==> src/tap_defines.svh <==
// Constants of the boundary-scan test port: register lengths, cell positions, fixed values and times.
`ifndef TAP_DEFINES_SVH
`define TAP_DEFINES_SVH

// ----------------------------------------------------------------
// scan register lengths
// ----------------------------------------------------------------
`define IR_LEN 3
`define ID_LEN 32
`define BSR_LEN 107

// ----------------------------------------------------------------
// cell and field positions
// ----------------------------------------------------------------
`define BSR_INTERNAL_CELL 47
`define ID_START_BIT 0
`define ID_MFR_LSB 1
`define ID_PART_LSB 12
`define ID_REV_LSB 29

// ----------------------------------------------------------------
// fixed values
// ----------------------------------------------------------------
`define IR_CAPTURE_VAL 3'h1
`define BYPASS_CAPTURE_VAL 1'h0
`define ID_START_VAL 1'h1
// identity defaults: arbitrary values
`define ID_REV_DEFAULT 3'h5
`define ID_PART_DEFAULT 17'h0A5A5
`define ID_MFR_DEFAULT 11'h2B3

// ----------------------------------------------------------------
// times and buffering
// ----------------------------------------------------------------
`define CORE_CLK_NS 40
`define TCK_MIN_PERIOD_NS 50
`define TCK_MIN_PHASE_NS 20
`define TDO_VALID_NS 10
`define FIFO_DEPTH 16
`define FIFO_WIDTH 2

`endif

==> src/tap_pkg.sv <==
// Types shared by the test port: controller states and instruction codes.
package tap_pkg;

   // ----------------------------------------------------------------
   // controller states, one-hot
   // ----------------------------------------------------------------
   typedef enum logic [15:0] {
      TAP_RESET     = 16'h0001,
      TAP_IDLE      = 16'h0002,
      TAP_SEL_DR    = 16'h0004,
      TAP_CAP_DR    = 16'h0008,
      TAP_SHIFT_DR  = 16'h0010,
      TAP_EXIT1_DR  = 16'h0020,
      TAP_PAUSE_DR  = 16'h0040,
      TAP_EXIT2_DR  = 16'h0080,
      TAP_UPD_DR    = 16'h0100,
      TAP_SEL_IR    = 16'h0200,
      TAP_CAP_IR    = 16'h0400,
      TAP_SHIFT_IR  = 16'h0800,
      TAP_EXIT1_IR  = 16'h1000,
      TAP_PAUSE_IR  = 16'h2000,
      TAP_EXIT2_IR  = 16'h4000,
      TAP_UPD_IR    = 16'h8000
   } tap_state_t;

   // ----------------------------------------------------------------
   // instruction codes; 3'h3, 3'h5 and 3'h6 are reserved
   // ----------------------------------------------------------------
   typedef enum logic [2:0] {
      INS_EXTEST       = 3'h0,
      INS_IDCODE       = 3'h1,
      INS_SAMPLE_FLOAT = 3'h2,
      INS_SAMPLE       = 3'h4,
      INS_BYPASS       = 3'h7
   } instr_t;

endpackage

==> src/scan_fifo.sv <==
// Small FIFO with registered read data, used for the serial output stream.
`timescale 1ns/1ps
`include "tap_defines.svh"

module scan_fifo #(
   parameter int WIDTH = `FIFO_WIDTH,
   parameter int DEPTH = `FIFO_DEPTH
) (
   input wire logic core_clk,             // block clock
   input wire logic rst,                  // synchronous reset, high
   input wire logic in_valid,             // write request
   output logic in_ready,                 // space available
   input wire logic [WIDTH-1:0] in_data,  // write data
   output logic out_valid,                // data available
   input wire logic out_ready,            // consumer takes the head
   output logic [WIDTH-1:0] out_data      // head of queue, registered
);
   localparam int AW = $clog2(DEPTH);
   localparam logic [AW:0] FULL = (AW+1)'(DEPTH);

   if (DEPTH < 2 || (1 << AW) != DEPTH || WIDTH < 1) begin : g_bad_param
      $error("scan_fifo: DEPTH must be a power of two of at least 2");
   end

   typedef struct packed {
      logic [DEPTH-1:0][WIDTH-1:0] mem;
      logic [AW-1:0] wptr;
      logic [AW-1:0] rptr;
      logic [AW:0] count;
      logic [WIDTH-1:0] data;
   } fifo_state_t;

   fifo_state_t s_q;
   fifo_state_t s_d;
   logic push;
   logic pop;

   assign in_ready = s_q.count != FULL;
   assign out_valid = s_q.count != '0;
   assign out_data = s_q.data;
   assign push = in_valid & in_ready;
   assign pop = out_valid & out_ready;

   always_comb begin
      s_d = s_q;
      if (push) begin
         s_d.mem[s_q.wptr] = in_data;
         s_d.wptr = s_q.wptr + AW'(1);
      end
      if (pop) begin
         s_d.rptr = s_q.rptr + AW'(1);
      end
      s_d.count = s_q.count + (AW+1)'(push) - (AW+1)'(pop);
      // bypass keeps the head register right when an empty queue is written
      if (push && s_q.wptr == s_d.rptr) begin
         s_d.data = in_data;
      end else begin
         s_d.data = s_q.mem[s_d.rptr];
      end
   end

   always_ff @(posedge core_clk) begin
      if (rst) begin
         s_q <= '0;
      end else begin
         s_q <= s_d;
      end
   end

   fifo_count_a: assert property (@(posedge core_clk) disable iff (rst)
      s_q.count <= FULL)
      else $error("fifo count beyond depth");
endmodule

==> src/sram_tap.sv <==
// Boundary-scan test access port of the burst memory, oversampling the test clock on core_clk.
`timescale 1ns/1ps
`include "tap_defines.svh"

module sram_tap
   import tap_pkg::*;
#(
   parameter int BSR_LEN = `BSR_LEN,
   parameter int INTERNAL_CELL = `BSR_INTERNAL_CELL,
   parameter int FIFO_DEPTH = `FIFO_DEPTH,
   parameter logic [2:0] ID_REVISION = `ID_REV_DEFAULT,    // arbitrary value
   parameter logic [16:0] ID_PART = `ID_PART_DEFAULT,      // arbitrary value
   parameter logic [10:0] ID_MANUFACTURER = `ID_MFR_DEFAULT // arbitrary value
) (
   input wire logic core_clk,              // block clock, 25 MHz
   input wire logic rst,                   // synchronous reset, high
   input wire logic tck,                   // test clock pin
   input wire logic tms,                   // mode select pin
   input wire logic tdi,                   // serial data in pin
   input wire logic tms_float,             // mode select pin undriven
   input wire logic tdi_float,             // data in pin undriven
   input wire logic [BSR_LEN-1:0] pad_in,  // pad levels seen by the chain
   output logic tdo,                       // serial data out
   output logic tdo_oe,                    // serial out driven
   output logic dq_float                   // data outputs forced to float
);
   // ----------------------------------------------------------------
   // derived constants and parameter checks
   // ----------------------------------------------------------------
   localparam int TDO_VALID_RAW = `TDO_VALID_NS / `CORE_CLK_NS;
   localparam int TDO_VALID_CYC = (TDO_VALID_RAW < 1) ? 1 : TDO_VALID_RAW;
   localparam int TCK_MIN_CYC = (`TCK_MIN_PERIOD_NS + `CORE_CLK_NS - 1) / `CORE_CLK_NS;
   localparam logic [`ID_LEN-1:0] ID_VALUE = {ID_REVISION, ID_PART, ID_MANUFACTURER, `ID_START_VAL};

   if (BSR_LEN < 2 || INTERNAL_CELL < 0 || INTERNAL_CELL >= BSR_LEN) begin : g_bad_chain
      $error("sram_tap: internal cell must lie inside the chain");
   end
   if ($bits(ID_VALUE) != `ID_LEN) begin : g_bad_id
      $error("sram_tap: id fields must fill the id register");
   end

   // ----------------------------------------------------------------
   // state
   // ----------------------------------------------------------------
   typedef struct packed {
      logic [2:0] tck_s;
      logic [1:0] tms_s;
      logic [1:0] tdi_s;
      logic [1:0] tmsf_s;
      logic [1:0] tdif_s;
      logic [BSR_LEN-1:0] pad_s1;
      logic [BSR_LEN-1:0] pad_s2;
      tap_state_t tap;
      instr_t ir;
      logic [`IR_LEN-1:0] ir_sh;
      logic byp;
      logic [`ID_LEN-1:0] id_sh;
      logic [BSR_LEN-1:0] bsr_sh;
      logic dq_float;
      logic tdo;
      logic tdo_oe;
   } tap_regs_t;

   tap_regs_t s_q;
   tap_regs_t s_d;

   logic rise;
   logic fall;
   logic take_rise;
   logic tms_eff;
   logic tdi_eff;
   logic sel_id;
   logic sel_bsr;
   logic [BSR_LEN-1:0] capt;
   logic [1:0] push_data;
   logic fifo_in_ready;
   logic fifo_out_valid;
   logic [1:0] fifo_out_data;

   // ----------------------------------------------------------------
   // capture vector: pads plus the internal float cell
   // ----------------------------------------------------------------
   for (genvar i = 0; i < BSR_LEN; i++) begin : g_capt
      if (i == INTERNAL_CELL) begin : g_int
         assign capt[i] = s_q.dq_float;
      end else begin : g_pad
         assign capt[i] = s_q.pad_s2[i];
      end
   end

   // ----------------------------------------------------------------
   // controller next state
   // ----------------------------------------------------------------
   function automatic tap_state_t next_tap(input tap_state_t st, input logic m);
      tap_state_t nx;
      nx = TAP_RESET;
      case (st)
         TAP_RESET: nx = m ? TAP_RESET : TAP_IDLE;
         TAP_IDLE: nx = m ? TAP_SEL_DR : TAP_IDLE;
         TAP_SEL_DR: nx = m ? TAP_SEL_IR : TAP_CAP_DR;
         TAP_CAP_DR: nx = m ? TAP_EXIT1_DR : TAP_SHIFT_DR;
         TAP_SHIFT_DR: nx = m ? TAP_EXIT1_DR : TAP_SHIFT_DR;
         TAP_EXIT1_DR: nx = m ? TAP_UPD_DR : TAP_PAUSE_DR;
         TAP_PAUSE_DR: nx = m ? TAP_EXIT2_DR : TAP_PAUSE_DR;
         TAP_EXIT2_DR: nx = m ? TAP_UPD_DR : TAP_SHIFT_DR;
         TAP_UPD_DR: nx = m ? TAP_SEL_DR : TAP_IDLE;
         TAP_SEL_IR: nx = m ? TAP_RESET : TAP_CAP_IR;
         TAP_CAP_IR: nx = m ? TAP_EXIT1_IR : TAP_SHIFT_IR;
         TAP_SHIFT_IR: nx = m ? TAP_EXIT1_IR : TAP_SHIFT_IR;
         TAP_EXIT1_IR: nx = m ? TAP_UPD_IR : TAP_PAUSE_IR;
         TAP_PAUSE_IR: nx = m ? TAP_EXIT2_IR : TAP_PAUSE_IR;
         TAP_EXIT2_IR: nx = m ? TAP_UPD_IR : TAP_SHIFT_IR;
         TAP_UPD_IR: nx = m ? TAP_SEL_DR : TAP_IDLE;
         default: nx = TAP_RESET;
      endcase
      return nx;
   endfunction

   // ----------------------------------------------------------------
   // edges and effective inputs
   // ----------------------------------------------------------------
   // no clock enable: edges come from the twice-synchronised test clock
   assign rise = s_q.tck_s[1] & ~s_q.tck_s[2];
   assign fall = ~s_q.tck_s[1] & s_q.tck_s[2];
   // a full queue drops the edge; cannot happen since every fall drains one
   assign take_rise = rise & fifo_in_ready;
   assign tms_eff = s_q.tms_s[1] | s_q.tmsf_s[1];
   assign tdi_eff = s_q.tdi_s[1] | s_q.tdif_s[1];
   // reserved codes fall through to bypass
   assign sel_id = s_q.ir == INS_IDCODE;
   assign sel_bsr = s_q.ir == INS_EXTEST || s_q.ir == INS_SAMPLE_FLOAT || s_q.ir == INS_SAMPLE;

   // ----------------------------------------------------------------
   // main update
   // ----------------------------------------------------------------
   always_comb begin
      s_d = s_q;
      push_data = '0;
      s_d.tck_s = {s_q.tck_s[1:0], tck};
      s_d.tms_s = {s_q.tms_s[0], tms};
      s_d.tdi_s = {s_q.tdi_s[0], tdi};
      s_d.tmsf_s = {s_q.tmsf_s[0], tms_float};
      s_d.tdif_s = {s_q.tdif_s[0], tdi_float};
      s_d.pad_s1 = pad_in;
      s_d.pad_s2 = s_q.pad_s1;

      if (take_rise) begin
         s_d.tap = next_tap(s_q.tap, tms_eff);
         case (s_q.tap)
            TAP_CAP_IR: begin
               s_d.ir_sh = `IR_CAPTURE_VAL;
            end
            TAP_SHIFT_IR: begin
               s_d.ir_sh = {tdi_eff, s_q.ir_sh[`IR_LEN-1:1]};
            end
            TAP_UPD_IR: begin
               s_d.ir = instr_t'(s_q.ir_sh);
            end
            TAP_CAP_DR: begin
               if (sel_id) begin
                  s_d.id_sh = ID_VALUE;
               end else if (sel_bsr) begin
                  s_d.bsr_sh = capt;
               end else begin
                  s_d.byp = `BYPASS_CAPTURE_VAL;
               end
            end
            TAP_SHIFT_DR: begin
               if (sel_id) begin
                  s_d.id_sh = {tdi_eff, s_q.id_sh[`ID_LEN-1:1]};
               end else if (sel_bsr) begin
                  s_d.bsr_sh = {tdi_eff, s_q.bsr_sh[BSR_LEN-1:1]};
               end else begin
                  s_d.byp = tdi_eff;
               end
            end
            default: begin
            end
         endcase
      end

      if (s_d.tap == TAP_RESET) begin
         s_d.ir = INS_IDCODE;
      end
      // float only for EXTEST and the float-sample code
      s_d.dq_float = s_d.ir == INS_EXTEST || s_d.ir == INS_SAMPLE_FLOAT;

      // queue the bit that must appear on the next falling edge; only scan cells reach it
      push_data[1] = s_d.tap == TAP_SHIFT_DR || s_d.tap == TAP_SHIFT_IR;
      if (s_d.tap == TAP_SHIFT_IR) begin
         push_data[0] = s_d.ir_sh[0];
      end else if (sel_id) begin
         push_data[0] = s_d.id_sh[0];
      end else if (sel_bsr) begin
         push_data[0] = s_d.bsr_sh[0];
      end else begin
         push_data[0] = s_d.byp;
      end

      if (fall && fifo_out_valid) begin
         s_d.tdo = fifo_out_data[0];
         s_d.tdo_oe = fifo_out_data[1];
      end
   end

   always_ff @(posedge core_clk) begin
      if (rst) begin
         s_q <= '0;
         s_q.tap <= TAP_RESET;
         s_q.ir <= INS_IDCODE;
      end else begin
         s_q <= s_d;
      end
   end

   // ----------------------------------------------------------------
   // serial output queue
   // ----------------------------------------------------------------
   scan_fifo #(
      .WIDTH(`FIFO_WIDTH),
      .DEPTH(FIFO_DEPTH)
   ) u_fifo (
      .core_clk(core_clk),
      .rst(rst),
      .in_valid(rise),
      .in_ready(fifo_in_ready),
      .in_data(push_data),
      .out_valid(fifo_out_valid),
      .out_ready(fall),
      .out_data(fifo_out_data)
   );

   assign tdo = s_q.tdo;
   assign tdo_oe = s_q.tdo_oe;
   assign dq_float = s_q.dq_float;

   // ----------------------------------------------------------------
   // checks
   // ----------------------------------------------------------------
   reset_state_a: assert property (@(posedge core_clk)
      rst |=> s_q.tap == TAP_RESET && s_q.ir == INS_IDCODE && !s_q.dq_float)
      else $error("controller not in reset state after reset");

   state_on_rise_a: assert property (@(posedge core_clk) disable iff (rst)
      s_q.tap != $past(s_q.tap) |-> $past(take_rise))
      else $error("controller moved without a rising test clock");

   ir_update_only_a: assert property (@(posedge core_clk) disable iff (rst)
      s_q.ir != $past(s_q.ir) |-> $past(s_q.tap) == TAP_UPD_IR || s_q.tap == TAP_RESET)
      else $error("instruction changed outside update or reset");

   reset_loads_id_a: assert property (@(posedge core_clk) disable iff (rst)
      take_rise && s_q.tap == TAP_SEL_IR && tms_eff |=> s_q.ir == INS_IDCODE ##1 !s_q.dq_float)
      else $error("reset state did not restore id instruction");

   extest_float_a: assert property (@(posedge core_clk) disable iff (rst)
      take_rise && s_q.tap == TAP_UPD_IR && s_q.ir_sh == INS_EXTEST |=> ##1 s_q.dq_float)
      else $error("all-zero code did not float outputs");

   samplez_float_a: assert property (@(posedge core_clk) disable iff (rst)
      take_rise && s_q.tap == TAP_UPD_IR && s_q.ir_sh == INS_SAMPLE_FLOAT |=> ##1 s_q.dq_float)
      else $error("float-sample code did not float outputs");

   sample_drives_a: assert property (@(posedge core_clk) disable iff (rst)
      s_q.ir == INS_SAMPLE |-> !s_q.dq_float)
      else $error("sample code floated outputs");

   bypass_capture_a: assert property (@(posedge core_clk) disable iff (rst)
      take_rise && s_q.tap == TAP_CAP_DR && !sel_id && !sel_bsr |=> s_q.byp == 1'b0)
      else $error("bypass not cleared on capture");

   id_start_bit_a: assert property (@(posedge core_clk) disable iff (rst)
      take_rise && s_q.tap == TAP_CAP_DR && sel_id
      |=> s_q.id_sh[`ID_START_BIT] && s_q.id_sh[`ID_LEN-1:`ID_REV_LSB] == ID_REVISION)
      else $error("id register captured wrong start bit or revision");

   id_shift_in_a: assert property (@(posedge core_clk) disable iff (rst)
      take_rise && s_q.tap == TAP_SHIFT_DR && sel_id |=> s_q.id_sh[`ID_LEN-1] == $past(tdi_eff))
      else $error("data-in did not enter the id register");

   ir_capture_a: assert property (@(posedge core_clk) disable iff (rst)
      take_rise && s_q.tap == TAP_CAP_IR |=> s_q.ir_sh == `IR_CAPTURE_VAL)
      else $error("instruction capture value wrong");

   internal_cell_a: assert property (@(posedge core_clk) disable iff (rst)
      take_rise && s_q.tap == TAP_CAP_DR && sel_bsr |=> s_q.bsr_sh[INTERNAL_CELL] == $past(s_q.dq_float))
      else $error("internal chain cell captured wrong value");

   tdo_after_fall_a: assert property (@(posedge core_clk) disable iff (rst)
      fall && fifo_out_valid |-> ##TDO_VALID_CYC s_q.tdo == $past(fifo_out_data[0], TDO_VALID_CYC))
      else $error("serial output not updated after falling test clock");

   tdo_only_fall_a: assert property (@(posedge core_clk) disable iff (rst)
      $changed(s_q.tdo_oe) |-> $past(fall))
      else $error("serial output enable changed without falling edge");

   float_reads_one_a: assert property (@(posedge core_clk) disable iff (rst)
      s_q.tmsf_s[1] && s_q.tdif_s[1] |-> tms_eff && tdi_eff)
      else $error("undriven input not read as one");

   oe_only_shift_a: assert property (@(posedge core_clk) disable iff (rst)
      s_q.tdo_oe |-> s_q.tap inside {TAP_SHIFT_DR, TAP_SHIFT_IR, TAP_EXIT1_DR, TAP_EXIT1_IR})
      else $error("serial output enabled outside shift");

   bypass_shift_a: assert property (@(posedge core_clk) disable iff (rst)
      take_rise && s_q.tap == TAP_SHIFT_DR && !sel_id && !sel_bsr |=> s_q.byp == $past(tdi_eff))
      else $error("bypass did not take data-in");

   chain_shift_a: assert property (@(posedge core_clk) disable iff (rst)
      take_rise && s_q.tap == TAP_SHIFT_DR && sel_bsr |=> s_q.bsr_sh[BSR_LEN-1] == $past(tdi_eff))
      else $error("data-in did not enter the chain");

   ir_shift_a: assert property (@(posedge core_clk) disable iff (rst)
      take_rise && s_q.tap == TAP_SHIFT_IR |=> s_q.ir_sh[`IR_LEN-1] == $past(tdi_eff))
      else $error("data-in did not enter the instruction shifter");

   ir_held_dr_a: assert property (@(posedge core_clk) disable iff (rst)
      s_q.tap inside {TAP_CAP_DR, TAP_SHIFT_DR} |=> s_q.ir == $past(s_q.ir))
      else $error("instruction changed during data scan");

   tdo_oe_fall_a: assert property (@(posedge core_clk) disable iff (rst)
      fall && fifo_out_valid |=> s_q.tdo_oe == $past(fifo_out_data[1]))
      else $error("serial output enable not updated after falling test clock");

   if (TCK_MIN_CYC < 1) begin : g_bad_clk
      $error("sram_tap: core clock too slow for test clock");
   end
endmodule

==> config.mk <==
export PLATFORM = sky130hd
export DESIGN_NAME = sram_tap
export DESIGN_NICKNAME = d
export VERILOG_FILES = /design/src/tap_pkg.sv /design/src/scan_fifo.sv /design/src/sram_tap.sv
export VERILOG_INCLUDE_DIRS = /design/src
export SDC_FILE = /design/constraint.sdc
export NUM_CORES = 1
export LEC_CHECK = 0
export BUFFER_PORTS_ARGS = -buffer_cell sky130_fd_sc_hd__buf_2
export CORE_ASPECT_RATIO = 1.1
export CORE_MARGIN = 4
export CORE_UTILIZATION = 45
export CTS_CLUSTER_DIAMETER = 150
export DETAILED_ROUTE_END_ITERATION = 8
export SLEW_MARGIN = 20
export SYNTH_ARGS = -nofsm -noshare
export SYNTH_HDL_FRONTEND = slang
export SYNTH_SLANG_ARGS = --single-unit
==> constraint.sdc <==
create_clock -name core_clk -period 3.6 [get_ports core_clk]
set_clock_uncertainty 0.2 [all_clocks]
set_input_delay 0.18 -clock core_clk [delete_from_list [all_inputs] [get_ports core_clk]]
set_output_delay 0.18 -clock core_clk [all_outputs]
set_load 0.01 [all_outputs]
==> summary.txt <==
Cells and area
  – Antenna diodes: 0
  – Most frequent cells in the layout: dfxtp_1 (435), nor2b_1 (235), nor2_1 (202)
  – Synth-to-layout area growth: 25.2%
  – Layout cells sized above 1: 0.144
  – Most common cell after layout, fill and taps aside: dfxtp_1
  – Nets: 1,935

Synthesis
  – Yosys reg bits: 435
  – Cells after Synth: 1,598
  – Post-synth top area share: 0.559
  – Xor/xnor cell area share of the yosys netlist: 0.0107
  – Distinct cells, synth: 68
  – Simple-Gate Fraction of Synth Area: 0.240
  – Register area share after synthesis: 0.559
  – Largest family of logic cells by synthesized area: simple AND/OR/NAND/NOR gates
  – Post-synth ARST share: 0
  – Post-synthesis compound-gate area fraction: 0.122
  – Most used DFF post-synth: dfxtp_1
  – Post-synthesis adder-cell area fraction: 0.0108
  – Cell taking the most area after synthesis: dfxtp_1
  – Mux cell area share after synthesis: 0.0208
  – Syn avg cell area: 9.74 um^2
  – Mapped Nets: 1,724
  – Syn Std Cell Area: 0.0156 mm^2
  – Yosys warning count: 0
  – Post-synth EDFFs: 0
  – Largest cells by area after synthesis: dfxtp_1 (56%), nor2b_1 (9.5%), a221oi_1 (6.0%)

Routing
  – Antenna Nets Post-Route: 0
  – WL final: 34,300 um
  – Drt drc: 0
  – First-pass DRT Iterations: 5
  – Via count: 11,900
  – Wirelength per Cell: 15.1 um
  – 1st-iter DRT viols: 775
  – Via density per instance: 5.22

Floorplanning
  – Chip Height: 203 um
  – Num rows: 71
  – Starting Density: 0.455
  – Die area: 0.0376 mm^2
  – # IOs: 117
  – Core ar.: 0.0342 mm^2
  – Die Wd: 185 um

Flow run
  – Max Cap Violations: 0

GRT
  – Pin count of the biggest net entering global routing: 137
  – Vias in the first global route: 11,600
  – First-pass GRT wire length: 57,400 um
  – Total grt overflow: 0
  – Total GRT Usage: 0.181
  – Initial antenna violation count: 0

Timing
  – Worst Tran Pin Value: 817 ps
  – Highest attainable clock frequency: 0.309 GHz
  – RSZ-0062 raised after global routing: no
  – Minimum clock period: 3240 ps
  – Slew headroom: 0.455
  – Fin worst setup slack: 362 ps
  – Setup violators final: 0
  – Final Max Slew Viols: 0
  – Final period util: 0.899
  – Final Hold Fails: 0
  – Final TNS setup: 0 ps

Clocking
  – Worst-path clk slew: 60 ps
  – Clock Latency Late Sink: 540 ps
  – Root buffer cell: clkbuf_16
  – CTS Buf Count: 45
  – Clk sinks: 435
  – Clock Tree Buf Depth: 3
  – H-tree Lvls: 2
  – CTS tree: yes

Setup path
  – Worst setup EP type: register
  – Startpoint type of the worst setup path: register
  – Most frequent CP cell: inv_1
  – Worst-path cell chain: inv_1 > ha_1 > nor4b_1 > nor2_1 > ha_1 > inv_1 > ha_1 > inv_1 > fa_1 > inv_1 > a21oi_1 > nor2_1 > or3_1 > a21oi_1
  – Worst Path Required: 3860 ps
  – Worst Path Max Fanout: 10
  – Critical path class: register to register
  – Slowest cell delay on critical path: 470 ps
  – WP buf/inv: 4
  – Slowest-stage cell, CP: nor4b_1
  – Cell family with most CP delay: simple AND/OR/NAND/NOR gates
  – WP data arrival: 3500 ps

Min path
  – Hold Path Class: primary input to register

Power
  – Leakage: 7.55 nW
  – Worst VDD drop: 0.402 mV
  – PwrDens: 522 mW/mm^2

Run status
  – Outcome: finished, final reports clean

Place
  – Detailed placement HPWL: 19,700 um
  – Placer Congestion: 0.892
  – IO buf count: 115
  – Post-Place Setup Slack: 271 ps
==> worst paths after layout <==
check	startpoint	end	slack (ps)	cells past startpoint
hold / removal	pad_in[21]	s_d[186]	170	3
hold reg to reg	s_d[235]	capt[70]	230	1
setup / recovery	u_fifo.s_q[5]	u_fifo.s_q[6]	360	14
setup reg to reg	u_fifo.s_q[5]	u_fifo.s_q[6]	360	14
==> synth_stat cells (6+ instances only) <==
master    instances
dfxtp_1         435
nor2b_1         236
nor2_1          202
nor3_1          126
clkbuf_1        111
a221oi_1        106
a21oi_1          41
nand2_1          37
mux2i_1          22
a22oi_1          18
a211oi_1         17
nand3_1          16
nand3b_1         16
o21ai_0          16
o22ai_1          15
inv_1            14
nor4_1           14
nand4_1          13
ha_1             11
xnor2_1          11
buf_2            10
o21ai_2           9
mux2_2            8
xor2_1            8
buf_1             7
nand2b_1          6
nor4b_1           6
==> report_power, final <==
part | internal [W] | total [W] | switching (W)
combinational | 0.000329 | 0.000631 | 0.000302
sequential | 0.00495 | 0.00500 | 0.0000457
clock | 0.00271 | 0.00454 | 0.00183
==> worst min-delay path: cells and delay by family <==
family | cells | cell delay, ps
buf+inv | 2 | 600
simple gates | 1 | 100
==> layer usage <==
layer  global-route usage  share of wire
met3               0.0301          0.042
met2                0.304           0.49
met5                    0              0
met4               0.0517          0.024
met1                0.240           0.45
==> cells by family after synthesis <==
kind of cell               count (synthesis)
buffers and inverters                    145
DFF                                      435
xor gates and xnor gates                  19
muxes                                     31
and+or+nand+nor                          705
AOI/OAI and AO/OA                        250
adders and majority gates                 13
==> through the flow <==
| step | hold slack, ps | power (W) | instances | util | area [um^2] |
|---|---|---|---|---|---|
| 6_report | 165 | 0.0102 | 2278 | 0.570 | 19500 |
| 5_1_grt | 176 | 0.0106 | 2278 | 0.570 | 19500 |
| 4_1_cts | 138 | 0.0103 | 2278 | 0.570 | 19500 |
| 3_5_place_dp | 192 | 0.00561 | 2058 | 0.485 | 16600 |
| 3_3_place_gp | 189 | 0.00561 | 2058 | 0.485 | 16600 |
| 2_1_floorplan | 80.0 | 0.00544 | 1598 | - | 15600 |
==> final cells by class <==
cell class,instances,area [um^2]
Fill cell,2930,14700
Sequential cell,435,8710
Multi-Input combinational cell,1018,6330
Timing Repair Buffer,294,2370
Clock buffer,64,1330
Inverter,15,56.3
Tap cell,438,548
Clock inverter,14,139
==> registers in the layout, summed over array words and instances (netlist names) <==
name,cells
s_q,167
u_fifo.out_data,2
u_fifo.s_q,45
s_d,112
capt,106
tdo_oe,1
tdo,1
dq_float,1
==> what timing repair did <==
item / 4_1_cts / 5_1_grt
buffers inserted: 0 / 0
gates resized for setup: 0 / 1
hold endpoints to repair: 158 / 0
hold buffers: 142 / 0
setup endpoints to repair: 0 / 2
Power figures use the tool's default switching activity.
